**src/rtl/wrb_pkg.sv**
```systemverilog
// Purpose: constants for the wireless receiver host register bank
// Assumes: APB slave, 32-bit data, one register per aligned word
// Notes: register indices are byte offsets of the device map; APB address is index * 4
//
// Functional notes
// The charge level register is 8-bit read/write, resets to zero and is sent unchanged.
// The termination code register is 8-bit read/write, resets to zero and goes into the termination packet.
// Writing one to command bit 5 releases the asserted interrupt pin.
// Command bit 4 sends exactly one charge-level packet with the charge level, then clears itself.
// Command bit 3 sends a power-termination packet with the termination code, then clears itself.
// Command bit 1 inverts the regulator on/off state once, then clears itself.
// Output voltage sample is low byte then top nibble in bits 3:0 of the next byte, upper nibble zero.
// Software converts the output voltage sample to volts as sample * 6 * 2.1 / 4095.
// Rectifier voltage sample is low byte then top nibble; volts are sample * 10 * 2.1 / 4095.
// Output current is a 16-bit milliamp value, low byte at the lower address.
// Die temperature is a 12-bit sample, low byte first; Celsius is (sample - 1350) * 83 / 444 - 273.
// Frequency count is 16 bits, high byte at the lower address; kHz is 64 * 6000 / count.
// A read-only signed 8-bit horizontal coil offset is presented.
// A read-only signed 8-bit vertical coil offset is presented.
// The active-low interrupt pin is low while any status bit and its enable bit are both one.
// Reserved command bits ignore writes and read zero; multi-byte samples are captured coherently.

package wrb_pkg;

    // ----------------------------------------
    // Register indices and byte addresses
    // ----------------------------------------
    localparam int ADDR_W = 12;
    localparam logic [7:0] IDX_INT_STAT = 8'h36;
    localparam logic [7:0] IDX_INT_EN = 8'h38;
    localparam logic [7:0] IDX_CHARGE = 8'h3A;
    localparam logic [7:0] IDX_TERM = 8'h3B;
    localparam logic [7:0] IDX_VOUT_LO = 8'h3C;
    localparam logic [7:0] IDX_VOUT_HI = 8'h3D;
    localparam logic [7:0] IDX_RECT_LO = 8'h40;
    localparam logic [7:0] IDX_RECT_HI = 8'h41;
    localparam logic [7:0] IDX_IOUT_LO = 8'h44;
    localparam logic [7:0] IDX_IOUT_HI = 8'h45;
    localparam logic [7:0] IDX_TEMP_LO = 8'h46;
    localparam logic [7:0] IDX_TEMP_HI = 8'h47;
    localparam logic [7:0] IDX_FREQ_HI = 8'h48;
    localparam logic [7:0] IDX_FREQ_LO = 8'h49;
    localparam logic [7:0] IDX_ALIGN_H = 8'h4B;
    localparam logic [7:0] IDX_ALIGN_V = 8'h4C;
    localparam logic [7:0] IDX_CMD = 8'h4E;

    localparam logic [11:0] ADDR_INT_STAT = {2'h0, IDX_INT_STAT, 2'h0};
    localparam logic [11:0] ADDR_INT_EN = {2'h0, IDX_INT_EN, 2'h0};
    localparam logic [11:0] ADDR_CHARGE = {2'h0, IDX_CHARGE, 2'h0};
    localparam logic [11:0] ADDR_TERM = {2'h0, IDX_TERM, 2'h0};
    localparam logic [11:0] ADDR_VOUT_LO = {2'h0, IDX_VOUT_LO, 2'h0};
    localparam logic [11:0] ADDR_VOUT_HI = {2'h0, IDX_VOUT_HI, 2'h0};
    localparam logic [11:0] ADDR_RECT_LO = {2'h0, IDX_RECT_LO, 2'h0};
    localparam logic [11:0] ADDR_RECT_HI = {2'h0, IDX_RECT_HI, 2'h0};
    localparam logic [11:0] ADDR_IOUT_LO = {2'h0, IDX_IOUT_LO, 2'h0};
    localparam logic [11:0] ADDR_IOUT_HI = {2'h0, IDX_IOUT_HI, 2'h0};
    localparam logic [11:0] ADDR_TEMP_LO = {2'h0, IDX_TEMP_LO, 2'h0};
    localparam logic [11:0] ADDR_TEMP_HI = {2'h0, IDX_TEMP_HI, 2'h0};
    localparam logic [11:0] ADDR_FREQ_HI = {2'h0, IDX_FREQ_HI, 2'h0};
    localparam logic [11:0] ADDR_FREQ_LO = {2'h0, IDX_FREQ_LO, 2'h0};
    localparam logic [11:0] ADDR_ALIGN_H = {2'h0, IDX_ALIGN_H, 2'h0};
    localparam logic [11:0] ADDR_ALIGN_V = {2'h0, IDX_ALIGN_V, 2'h0};
    localparam logic [11:0] ADDR_CMD = {2'h0, IDX_CMD, 2'h0};

    // ----------------------------------------
    // Field positions
    // ----------------------------------------
    localparam int CMD_CLRINT_BIT = 5;
    localparam int CMD_CHARGE_BIT = 4;
    localparam int CMD_TERM_BIT = 3;
    localparam int CMD_FLIP_BIT = 1;
    localparam int INT_VOUT_BIT = 7;
    localparam int INT_TEMP_BIT = 2;
    localparam int INT_RECT_BIT = 1;
    localparam int INT_OC_BIT = 0;
    localparam logic [7:0] INT_MASK = 8'h87;

    // Measurement snapshot layout
    localparam int MEAS_W = 84;
    localparam int VOUT_POS = 0;
    localparam int RECT_POS = 12;
    localparam int IOUT_POS = 24;
    localparam int TEMP_POS = 40;
    localparam int FREQ_POS = 52;
    localparam int ALGH_POS = 68;
    localparam int ALGV_POS = 76;

    // ----------------------------------------
    // Reset values and packet kinds
    // ----------------------------------------
    localparam logic [7:0] CHARGE_RST = 8'h00;
    localparam logic [7:0] TERM_RST = 8'h00;
    localparam logic [7:0] INT_EN_RST = 8'h07;
    localparam logic REG_ON_RST = 1'b1;
    localparam logic PKT_CHARGE = 1'b0;
    localparam logic PKT_TERM = 1'b1;

endpackage

```
**src/rtl/wrb_snapshot.sv**
```systemverilog
// Purpose: coherent capture of all measurement words
// Assumes: capture is a single-cycle strobe from the measurement side
// Notes: every field is taken on the same edge, so split bytes always match
`timescale 1ns/1ns

module wrb_snapshot
    import wrb_pkg::*;
(
    // Clock and reset
    input wire logic clk_sys,
    input wire logic rst_b,
    // Capture
    input wire logic capture,
    input wire logic [MEAS_W-1:0] meas_in,
    output logic [MEAS_W-1:0] meas_q
);

    // ----------------------------------------
    // Snapshot register
    // ----------------------------------------
    logic [MEAS_W-1:0] meas_d;

    // Whole sample in one edge, never byte by byte
    assign meas_d = capture ? meas_in : meas_q;

    always_ff @(posedge clk_sys or negedge rst_b) begin
        if (!rst_b) begin
            meas_q <= '0;
        end else begin
            meas_q <= meas_d;
        end
    end

endmodule

```
**src/rtl/wrb_regbank.sv**
```systemverilog
// Purpose: host register bank of the wireless power receiver, APB slave
// Assumes: packet link to the transmitter takes one byte per valid/ready handshake
// Notes: zero-wait APB; read data is prepared in the setup cycle
//
// Our own choice: the APB register port.
`timescale 1ns/1ns

module wrb_regbank
    import wrb_pkg::*;
(
    // Clock and reset
    input wire logic clk_sys,
    input wire logic rst_b,
    // APB slave
    input wire logic psel,
    input wire logic penable,
    input wire logic pwrite,
    input wire logic [ADDR_W-1:0] paddr,
    input wire logic [31:0] pwdata,
    output logic [31:0] prdata,
    output logic pready,
    output logic pslverr,
    // Measurements
    input wire logic meas_strobe,
    input wire logic [11:0] out_volt_sample,
    input wire logic [11:0] rect_volt_sample,
    input wire logic [15:0] out_current,
    input wire logic [11:0] die_temp_sample,
    input wire logic [15:0] freq_count,
    input wire logic [7:0] coil_offset_horiz,
    input wire logic [7:0] coil_offset_vert,
    // Fault levels
    input wire logic over_temp,
    input wire logic rect_over_volt,
    input wire logic over_current,
    // Packet link to transmitter
    output logic pkt_valid,
    output logic pkt_kind,
    output logic [7:0] pkt_data,
    input wire logic pkt_ready,
    // Regulator and interrupt
    output logic regulator_on,
    output logic irq_b
);

    // ----------------------------------------
    // Helpers
    // ----------------------------------------
    function automatic logic rise(input logic prev, input logic cur);
        rise = cur & ~prev;
    endfunction

    // ----------------------------------------
    // State
    // ----------------------------------------
    logic [7:0] charge_q, charge_d;
    logic [7:0] term_code_q, term_code_d;
    logic [7:0] int_stat_q, int_stat_d;
    logic [7:0] int_en_q, int_en_d;
    logic cmd_chg_q, cmd_chg_d;
    logic cmd_term_q, cmd_term_d;
    logic cmd_flip_q, cmd_flip_d;
    logic reg_on_q, reg_on_d;
    logic pkt_valid_q, pkt_valid_d;
    logic pkt_kind_q, pkt_kind_d;
    logic [7:0] pkt_data_q, pkt_data_d;
    logic [31:0] prdata_q, prdata_d;
    logic pready_q;
    logic pslverr_q, pslverr_d;
    logic irq_b_q;
    logic ot_q, ov_q, oc_q;
    logic [MEAS_W-1:0] meas_in;
    logic [MEAS_W-1:0] meas_q;

    // ----------------------------------------
    // Measurement capture
    // ----------------------------------------
    assign meas_in = {coil_offset_vert, coil_offset_horiz, freq_count, die_temp_sample,
                      out_current, rect_volt_sample, out_volt_sample};

    wrb_snapshot u_snap (
        .clk_sys(clk_sys),
        .rst_b(rst_b),
        .capture(meas_strobe),
        .meas_in(meas_in),
        .meas_q(meas_q)
    );

    wire [11:0] vout_s = meas_q[VOUT_POS +: 12];
    wire [11:0] rect_s = meas_q[RECT_POS +: 12];
    wire [15:0] iout_s = meas_q[IOUT_POS +: 16];
    wire [11:0] temp_s = meas_q[TEMP_POS +: 12];
    wire [15:0] freq_s = meas_q[FREQ_POS +: 16];
    wire [7:0] algh_s = meas_q[ALGH_POS +: 8];
    wire [7:0] algv_s = meas_q[ALGV_POS +: 8];

    // ----------------------------------------
    // Bus decode
    // ----------------------------------------
    wire setup = psel & ~penable;
    wire acc = psel & penable & pready_q;
    wire wr_acc = acc & pwrite;
    wire rd_acc = acc & ~pwrite;
    wire wr_charge = wr_acc & (paddr == ADDR_CHARGE);
    wire wr_term = wr_acc & (paddr == ADDR_TERM);
    wire wr_int_en = wr_acc & (paddr == ADDR_INT_EN);
    wire wr_cmd = wr_acc & (paddr == ADDR_CMD);
    wire rd_int_stat = rd_acc & (paddr == ADDR_INT_STAT);

    // Command byte as read: reserved bits and clear bit always zero
    wire [7:0] cmd_rd = {2'h0, 1'b0, cmd_chg_q, cmd_term_q, 1'b0, cmd_flip_q, 1'b0};

    wire hit = (paddr == ADDR_INT_STAT) | (paddr == ADDR_INT_EN) | (paddr == ADDR_CHARGE)
             | (paddr == ADDR_TERM) | (paddr == ADDR_VOUT_LO) | (paddr == ADDR_VOUT_HI)
             | (paddr == ADDR_RECT_LO) | (paddr == ADDR_RECT_HI) | (paddr == ADDR_IOUT_LO)
             | (paddr == ADDR_IOUT_HI) | (paddr == ADDR_TEMP_LO) | (paddr == ADDR_TEMP_HI)
             | (paddr == ADDR_FREQ_HI) | (paddr == ADDR_FREQ_LO) | (paddr == ADDR_ALIGN_H)
             | (paddr == ADDR_ALIGN_V) | (paddr == ADDR_CMD);

    wire [7:0] rd_byte =
        (paddr == ADDR_INT_STAT) ? int_stat_q :
        (paddr == ADDR_INT_EN) ? int_en_q :
        (paddr == ADDR_CHARGE) ? charge_q :
        (paddr == ADDR_TERM) ? term_code_q :
        (paddr == ADDR_VOUT_LO) ? vout_s[7:0] :
        (paddr == ADDR_VOUT_HI) ? {4'h0, vout_s[11:8]} :
        (paddr == ADDR_RECT_LO) ? rect_s[7:0] :
        (paddr == ADDR_RECT_HI) ? {4'h0, rect_s[11:8]} :
        (paddr == ADDR_IOUT_LO) ? iout_s[7:0] :
        (paddr == ADDR_IOUT_HI) ? iout_s[15:8] :
        (paddr == ADDR_TEMP_LO) ? temp_s[7:0] :
        (paddr == ADDR_TEMP_HI) ? {4'h0, temp_s[11:8]} :
        (paddr == ADDR_FREQ_HI) ? freq_s[15:8] :
        (paddr == ADDR_FREQ_LO) ? freq_s[7:0] :
        (paddr == ADDR_ALIGN_H) ? algh_s :
        (paddr == ADDR_ALIGN_V) ? algv_s :
        (paddr == ADDR_CMD) ? cmd_rd : 8'h00;

    // Data is latched at setup so a read-clear in the access edge cannot corrupt it
    assign prdata_d = setup ? {24'h000000, rd_byte} : prdata_q;
    assign pslverr_d = setup ? ~hit : pslverr_q;

    // ----------------------------------------
    // Host registers
    // ----------------------------------------
    assign charge_d = wr_charge ? pwdata[7:0] : charge_q;
    assign term_code_d = wr_term ? pwdata[7:0] : term_code_q;
    assign int_en_d = wr_int_en ? (pwdata[7:0] & INT_MASK) : int_en_q;

    // ----------------------------------------
    // Commands; hardware clears, a fresh set wins
    // ----------------------------------------
    wire pkt_done = pkt_valid_q & pkt_ready;
    wire chg_sent = pkt_done & (pkt_kind_q == PKT_CHARGE);
    wire term_sent = pkt_done & (pkt_kind_q == PKT_TERM);

    assign cmd_chg_d = (wr_cmd & pwdata[CMD_CHARGE_BIT]) | (cmd_chg_q & ~chg_sent);
    assign cmd_term_d = (wr_cmd & pwdata[CMD_TERM_BIT]) | (cmd_term_q & ~term_sent);
    assign cmd_flip_d = wr_cmd & pwdata[CMD_FLIP_BIT];
    assign reg_on_d = cmd_flip_q ? ~reg_on_q : reg_on_q;

    // ----------------------------------------
    // Packet launcher; termination outranks charge level
    // ----------------------------------------
    wire launch = ~pkt_valid_q & (cmd_term_q | cmd_chg_q);
    wire launch_term = cmd_term_q;

    assign pkt_valid_d = pkt_valid_q ? ~pkt_ready : launch;
    assign pkt_kind_d = launch ? (launch_term ? PKT_TERM : PKT_CHARGE) : pkt_kind_q;
    assign pkt_data_d = launch ? (launch_term ? term_code_q : charge_q) : pkt_data_q;

    // ----------------------------------------
    // Interrupts
    // ----------------------------------------
    wire [7:0] ev_vec;
    assign ev_vec[INT_VOUT_BIT] = cmd_flip_q;
    assign ev_vec[6:3] = 4'h0;
    assign ev_vec[INT_TEMP_BIT] = rise(ot_q, over_temp);
    assign ev_vec[INT_RECT_BIT] = rise(ov_q, rect_over_volt);
    assign ev_vec[INT_OC_BIT] = rise(oc_q, over_current);

    // A read clears only the bits it returned, so an event landing after setup survives
    wire [7:0] rd_clr = rd_int_stat ? prdata_q[7:0] : 8'h00;
    wire [7:0] clr_mask = rd_clr | {8{wr_cmd & pwdata[CMD_CLRINT_BIT]}};
    assign int_stat_d = ev_vec | (int_stat_q & ~clr_mask);
    wire irq_any = |(int_stat_q & int_en_q);

    // ----------------------------------------
    // Flip-flops
    // ----------------------------------------
    always_ff @(posedge clk_sys or negedge rst_b) begin
        if (!rst_b) begin
            charge_q <= CHARGE_RST;
            term_code_q <= TERM_RST;
            int_en_q <= INT_EN_RST;
            int_stat_q <= 8'h00;
            cmd_chg_q <= 1'b0;
            cmd_term_q <= 1'b0;
            cmd_flip_q <= 1'b0;
            reg_on_q <= REG_ON_RST;
        end else begin
            charge_q <= charge_d;
            term_code_q <= term_code_d;
            int_en_q <= int_en_d;
            int_stat_q <= int_stat_d;
            cmd_chg_q <= cmd_chg_d;
            cmd_term_q <= cmd_term_d;
            cmd_flip_q <= cmd_flip_d;
            reg_on_q <= reg_on_d;
        end
    end

    always_ff @(posedge clk_sys or negedge rst_b) begin
        if (!rst_b) begin
            pkt_valid_q <= 1'b0;
            pkt_kind_q <= PKT_CHARGE;
            pkt_data_q <= 8'h00;
            ot_q <= 1'b0;
            ov_q <= 1'b0;
            oc_q <= 1'b0;
            irq_b_q <= 1'b1;
        end else begin
            pkt_valid_q <= pkt_valid_d;
            pkt_kind_q <= pkt_kind_d;
            pkt_data_q <= pkt_data_d;
            ot_q <= over_temp;
            ov_q <= rect_over_volt;
            oc_q <= over_current;
            irq_b_q <= ~irq_any;
        end
    end

    // Zero-wait slave: pready rises once reset has gone
    always_ff @(posedge clk_sys or negedge rst_b) begin
        if (!rst_b) begin
            prdata_q <= 32'h00000000;
            pready_q <= 1'b0;
            pslverr_q <= 1'b0;
        end else begin
            prdata_q <= prdata_d;
            pready_q <= 1'b1;
            pslverr_q <= pslverr_d;
        end
    end

    assign prdata = prdata_q;
    assign pready = pready_q;
    assign pslverr = pslverr_q;
    assign pkt_valid = pkt_valid_q;
    assign pkt_kind = pkt_kind_q;
    assign pkt_data = pkt_data_q;
    assign regulator_on = reg_on_q;
    assign irq_b = irq_b_q;
endmodule

```
**config.mk**
```make
export PLATFORM = sky130hd
export DESIGN_NAME = wrb_regbank
export DESIGN_NICKNAME = d
export VERILOG_FILES = /design/src/rtl/wrb_pkg.sv /design/src/rtl/wrb_snapshot.sv /design/src/rtl/wrb_regbank.sv
export SDC_FILE = /design/constraint.sdc
export NUM_CORES = 1
export LEC_CHECK = 0
export BUFFER_PORTS_ARGS = -buffer_cell sky130_fd_sc_hd__buf_2
export CORE_ASPECT_RATIO = 1.5
export CORE_UTILIZATION = 54
export DETAILED_ROUTE_END_ITERATION = 12
export PLACE_DENSITY = 0.81
export SKIP_LAST_GASP = 1
export SLEW_MARGIN = 20
export SYNTH_ARGS = -nofsm -noshare
export SYNTH_HDL_FRONTEND = slang
export SYNTH_HIERARCHICAL = 1
export SYNTH_SLANG_ARGS = --single-unit
```
**constraint.sdc**
```tcl
create_clock -name clk_sys -period 2.18 [get_ports clk_sys]
set_input_delay 0.218 -clock clk_sys [delete_from_list [all_inputs] [get_ports clk_sys]]
set_output_delay 0.218 -clock clk_sys [all_outputs]
set_load 0.01 [all_outputs]
```
==> metrics.txt, run 1 <==
status completed; final core utilization 69.9%; die area 0.0141 sq mm; DIE WIDTH 97.3 um; final worst-path cycle share between 90 and 100%; chip height around 150 um; xor/xnor share of the synthesized area 0.119%; final instance area 0.00918 sq mm; Mapped Area 0.00736 sq mm; post-synthesis mux area share approximately 22%; critical path capture point type flip-flop; share of layout cells above drive strength 1 43.7%; Yosys reg bits 140; DRT iter0 DRCs between 400 and 500; PwrDens approximately 730 mW/mm^2; dpl cell area 0.00854 sq mm; top sig layer met4; clock-pin slew on the worst setup and hold paths roughly 0.060 ns; Worst slew margin 55.6%; Remaining Overflow, GRT 0; routed len/inst 21.8 um; routed length on met1 8240 um; reg-to-reg slack, setup 0.15 ns; fin crit period 2.03 ns; Port Buf Inserts 135; Post-synth EDFFs 0; Max-cap violations 0; filler cell count 934; CTS max path bufs 2; worst r2r path cells 7; kind of critical path flip-flop to flip-flop; CTS H-Tree Depth 4; Clock Latency Late Sink between 0.4 and 0.5 ns; synth unique cells 74; initial antenna violation count 1; syn avg cell area 11.7 sq um; hold_sp coil_offset_horiz[4]; GRT Util Overall 31.2%; routability cong. around 0.94; count of final hold-check violations 0; total core area 0.0131 sq mm; Synth warnings 6; maximum number of pins on one net before global-route repair 61; routed wl met3 between 900 and 1000 um; CTS tree built; DRT Wirelength 21600 um; post-route ant nets 0; post-synthesis compound-gate area fraction 12.4%; Row Count 51; Starting Density about 56%; startpoint types flip-flop; actual slew at the worst max-slew pin 0.649 ns; worst-path maximum fanout 2; CTS Buf Count 17; Post-DP HPWL approximately 16000 um; Hold/Removal Path Class input pin to flip-flop; R2R Path End prdata[2]; final setup fails 0; synthesis-to-finish area growth 24.7%; LEAKAGE 4.31 nW; DRC violations left 0; # clock sinks 140; post-CTS resize count 0; Synth Flop Type dfrtp_1; post-synthesis sequential area ratio a little under half; Layout Skew 0.0131 ns; met2 routed WL approximately 11000 um; RSZ-0062 raised after global routing no; root buffer cell clkbuf_16; Max Slew Vio Count 0; largest family of logic cells by synthesized area multiplexers; crit path from u_snap/meas_q[54]; RR Startpoint u_snap/meas_q[54]; cell count after synthesis 628; nets 954; drt pass-1 iters 7; Synth Area in Simple Gates 11.3%; Arr. time, crit path 2.33 ns; worst path required time 2.48 ns; post-DR vias/cell 6.00; vias in the first global route 6145; num ports 184; routed vias 5935; CP endpoint prdata[2]; peak supply drop 413 uV; fraction of registers with async set/reset 100%; adder-cell share of the synthesized area 0.136%; Peak Freq 492 MHz; first-pass GRT wire length 33400 um
## final cells by class
cell class | count | area [sq um] | share of cell area [%]
flip-flops and latches | 140 | 3510 | 38.2
well taps | 159 | 199 | 2.17
repair buffers | 212 | 1340 | 14.5
diodes | 1 | 2.50 | 0.0273
clock buffers | 18 | 429 | 4.67
multi-input cells | 424 | 3460 | 37.7
clock inverters | 14 | 170 | 1.85
inverters | 21 | 78.8 | 0.858
## worst max-delay path, cell delays in order, from the launching register on
cell and delay, ns:
dfrtp_1 0.38, mux2_2 0.26, nand3_1 0.08, a2111oi_0 0.12, buf_4 0.16, a2111oi_0 0.60, buf_4 0.23, o21ai_0 0.07
## flip-flops by register name, indices dropped and copies added (netlist names)
name,count
pkt_data,8
pslverr,1
cmd_term_q,1
pkt_valid,1
term_code_q,8
u_snap/meas_q,84
charge_q,8
oc_q,1
pkt_kind,1
cmd_flip_q,1
irq_b,1
int_en_q,4
ot_q,1
int_stat_q,8
pready,1
cmd_chg_q,1
prdata,8
regulator_on,1
ov_q,1
## power breakdown
part           total (mW)  internal, mW  switching (mW)
combinational       0.804         0.424           0.380
clock                2.96          1.80            1.16
sequential           2.89          2.77           0.125
total                6.66          5.00            1.66
## layer usage
| metal | global-route usage (%) | vias up |
|---|---|---|
| li1 | - | 2650 |
| met1 | 35.8 | 2909 |
| met2 | 54.1 | 297 |
| met3 | 4.96 | 79 |
| met4 | 18.8 | 0 |
| met5 | 0 | - |
## layout by cell type (no fill, tap or decap), drive strengths merged, types with 10 or more instances in the layout
cell	instances
mux2i	18
o211ai	10
inv	24
conb	25
dfrtp	135
nor3	15
nor2	16
o21ai	31
nand2	25
clkbuf	18
mux2	106
buf	208
nand3	21
a21oi	16
nand2b	17
## cell usage after synthesis, types with 5 or more instances
| master | number | share of area (%) |
|---|---|---|
| dfrtp_1 | 135 | 46 |
| mux2_4 | 60 | 12 |
| mux2_2 | 45 | 6.9 |
| nand2_1 | 25 | 1.3 |
| buf_4 | 24 | 2.4 |
| o21ai_0 | 22 | 1.5 |
| clkbuf_1 | 21 | 1.1 |
| inv_1 | 21 | 1.1 |
| nand3_1 | 21 | 1.4 |
| mux2i_1 | 18 | 2.4 |
| nand2b_1 | 17 | 1.4 |
| a21oi_1 | 16 | 1.1 |
| nor2_1 | 16 | 0.82 |
| nor3_1 | 15 | 1.0 |
| o211ai_1 | 10 | 1.0 |
| buf_2 | 9 | 0.61 |
| o21ai_1 | 9 | 0.61 |
| a2111oi_0 | 7 | 0.83 |
| buf_6 | 7 | 1.1 |
| nor2b_1 | 7 | 0.59 |
| a221oi_1 | 6 | 0.71 |
| a32oi_1 | 6 | 0.71 |
| o22ai_1 | 6 | 0.51 |
| dfstp_2 | 5 | 1.8 |
| nor4_1 | 5 | 0.42 |
## logic make-up (layout without fill, tap and decap cells)
| group | count (synthesis) | in the layout |
|---|---|---|
| xor+xnor | 1 | 1 |
| fa+ha+maj | 1 | 1 |
| buf+inv | 87 | 265 |
| flops | 140 | 140 |
| mux | 124 | 124 |
| simple gates | 144 | 144 |
| compound gates | 129 | 129 |
| other cells | 2 | 26 |
## through the flow
stage | cells | setup WS, ns | hold slack [ns] | setup TNS (ns) | total power, mW
finish | 989 | 0.147 | 0.0195 | 0 | 6.66
CTS | 988 | 0.214 | 0.0159 | 0 | 6.68
detailed placement | 952 | -0.138 | 0.233 | -0.527 | 3.72
global placement | 952 | -0.191 | 0.224 | -0.308 | 3.69
floorplan | 651 | 0.134 | -0.0776 | 0 | 3.38
global route | 988 | 0.00606 | 0.0166 | 0 | 6.88
## how the worst min path moves through the flow
stage | to | slack (ns) | depth (start not counted)
after CTS | u_snap/meas_q[72] | 0.02 | 2
after global placement | pkt_data[5] | 0.22 | 1
after floorplan | charge_q[0] | -0.08 | 0
after detailed placement | pkt_data[1] | 0.23 | 1
after global routing | u_snap/meas_q[79] | 0.02 | 2
final | u_snap/meas_q[72] | 0.02 | 2
## what timing repair did
item / CTS / global route
hold buffers: 4 / 0
endpoints found under the setup margin: 0 / 0
endpoints found under the hold margin: 56 / 0
buffers inserted: 0 / 0
(Power assumes the default switching activity.)
==> inputs of run 2 (changes only) <==
- CORE_MARGIN: not set -> 2
- HOLD_SLACK_MARGIN: not set -> 0.1
- PLACE_DENSITY: 0.81 -> not set
- PLACE_DENSITY_LB_ADDON: not set -> 0.1
==> run 2 against run 1 <==
Net effect: register-to-register slack improved by 0.06 ns; critical endpoint is now int_stat_q[2]; critical path type unchanged; utilization increased by 6.7 points; largest power group unchanged; highest routed layer unchanged; global-route usage is 1.1 points higher.
==> metrics.txt, run 2 (synthesis gave the netlist of run 1 again) <==
status completed; Place WS -0.109 ns; hold_buf cts 97; worst-path maximum fanout 8; most common cell after layout, fill and taps aside dfrtp_1; worst r2r path cells 6; routed len/inst 20.6 um; share of layout cells above drive strength 1 between 40 and 50%; count of final hold-check violations 0; die area 0.0146 sq mm; final setup fails 0; # clock sinks 140; fin crit period just under 2 ns; filler cell count 865; Row Count 52; kind of critical path flip-flop to flip-flop; routability cong. 0.927; first-pass GRT wire length between 30000 and 40000 um; post-DR vias/cell 5.68; Starting Density between 50% and 60%; Layout Skew 0.00876 ns; routed vias 6255; Final Power roughly 6.9 mW; Max Slew Vio Count 0; peak supply drop 523 uV; worst path required time about 2.5 ns; Clock Latency Late Sink ~0.42 ns; largest register by flop count u_snap/meas_q; GRT Util Overall 32.2%; initial antenna violation count 1; startpoint types flip-flop; post-route ant nets 0; Max-cap violations 0; critical path capture point type flip-flop; CTS H-Tree Depth 4; Remaining Overflow, GRT 0; total core area 0.0134 sq mm; LEAKAGE 4.77 nW; Post-DP HPWL 16200 um; num ports ~180; DIE WIDTH 99.3 um; vias in the first global route 6846; chip height 147 um; slack of the critical path 0.211 ns; Largest register FFs 84; Arr. time, crit path 2.27 ns; final worst-path cycle share 90.3%; Port Buf Inserts 135; CTS max path bufs 2; nets 1065; PwrDens 669 mW/mm^2; DRT Wirelength 22700 um; clock-pin slew on the worst setup and hold paths approximately 0.06 ns; drt pass-1 iters 5; DRT iter0 DRCs around 280; Worst slew margin 44.7%; most frequent cells in the layout dfrtp_1 (135), buf_2 (133), dlygate4sd3_1 (97); actual slew at the worst max-slew pin 0.822 ns; CTS Buf Count 17; Hold/Removal Path Class input pin to asynchronous set/reset pin; root buffer cell clkbuf_16; number of post-CTS setup repair buffers 0; post-CTS resize count 0; synthesis-to-finish area growth 39.3%; RSZ-0062 raised after global routing no; maximum number of pins on one net before global-route repair 72; CTS tree built; hold slack 0.227 ns; DRC violations left 0; Peak Freq 508 MHz
-- run 2: cell count changes in the layout (fill, tap and decap cells not counted), sizes merged --
cell / previous run / this run
dlygate4sd3: 4 / 97
clkinv: 7 / 1
clkinvlp: 1 / 5
buf: 208 / 226
clkbuf: 18 / 19
-- run 2: cell type report --
| class | count | area (sq um) | share of cell area (%) |
|---|---|---|---|
| Sequential cell | 140 | 3510 | 34.2 |
| Multi-Input combinational cell | 424 | 3460 | 33.7 |
| Timing Repair Buffer | 323 | 2390 | 23.3 |
| Clock buffer | 19 | 453 | 4.42 |
| Tap cell | 162 | 203 | 1.98 |
| Clock inverter | 12 | 163 | 1.59 |
| Inverter | 21 | 78.8 | 0.769 |
| Antenna cell | 1 | 2.50 | 0.0244 |
-- run 2: where the power goes --
group / total (mW) / internal, mW / switching [mW]
registers: 2.89 / 2.77 / 0.121
clock network: 3.02 / 1.87 / 1.16
logic: 0.953 / 0.544 / 0.409
total: 6.87 / 5.18 / 1.69
-- run 2: final timing paths --
check	endpoint	startpoint	slack (ns)
max in group asynchronous	u_snap/meas_q[59]	rst_b	1.10
min in group clk_sys	prdata[0]	penable	0.28
min	pready	rst_b	0.23
min reg2reg	int_stat_q[0]	oc_q	0.44
max reg2reg	int_stat_q[2]	pready	0.21
max	int_stat_q[2]	pready	0.21
-- run 2: per-stage QoR --
| step | std cells | cell area, sq um | utilization (%) | TNS (ns) |
|---|---|---|---|---|
| 2_1_floorplan | 651 | 7450 | - | 0 |
| 6_report | 1102 | 10300 | 76.5 | 0 |
| 3_5_place_dp | 973 | 8670 | 64.7 | -0.298 |
| 3_3_place_gp | 973 | 8670 | 64.7 | -0.152 |
| 4_1_cts | 1101 | 10300 | 76.5 | 0 |
| 5_1_grt | 1102 | 10300 | 76.5 | 0 |
-- run 2: metal layers --
layer	track usage (%)	vias up	part of all wire [%]
met3	5.23	66	4.3
met4	17.7	0	5.4
li1	-	2878	-
met1	36.0	3084	37
met5	0	-	0
met2	57.6	227	53
-- run 2: worst max-delay path: stages (launching register included) --
cell and delay [ns]:
dfrtp_1 0.37, nand4_1 0.24, or2_2 0.36, nor4_2 0.36
and2_1 0.30, buf_12 0.15, o22ai_1 0.07
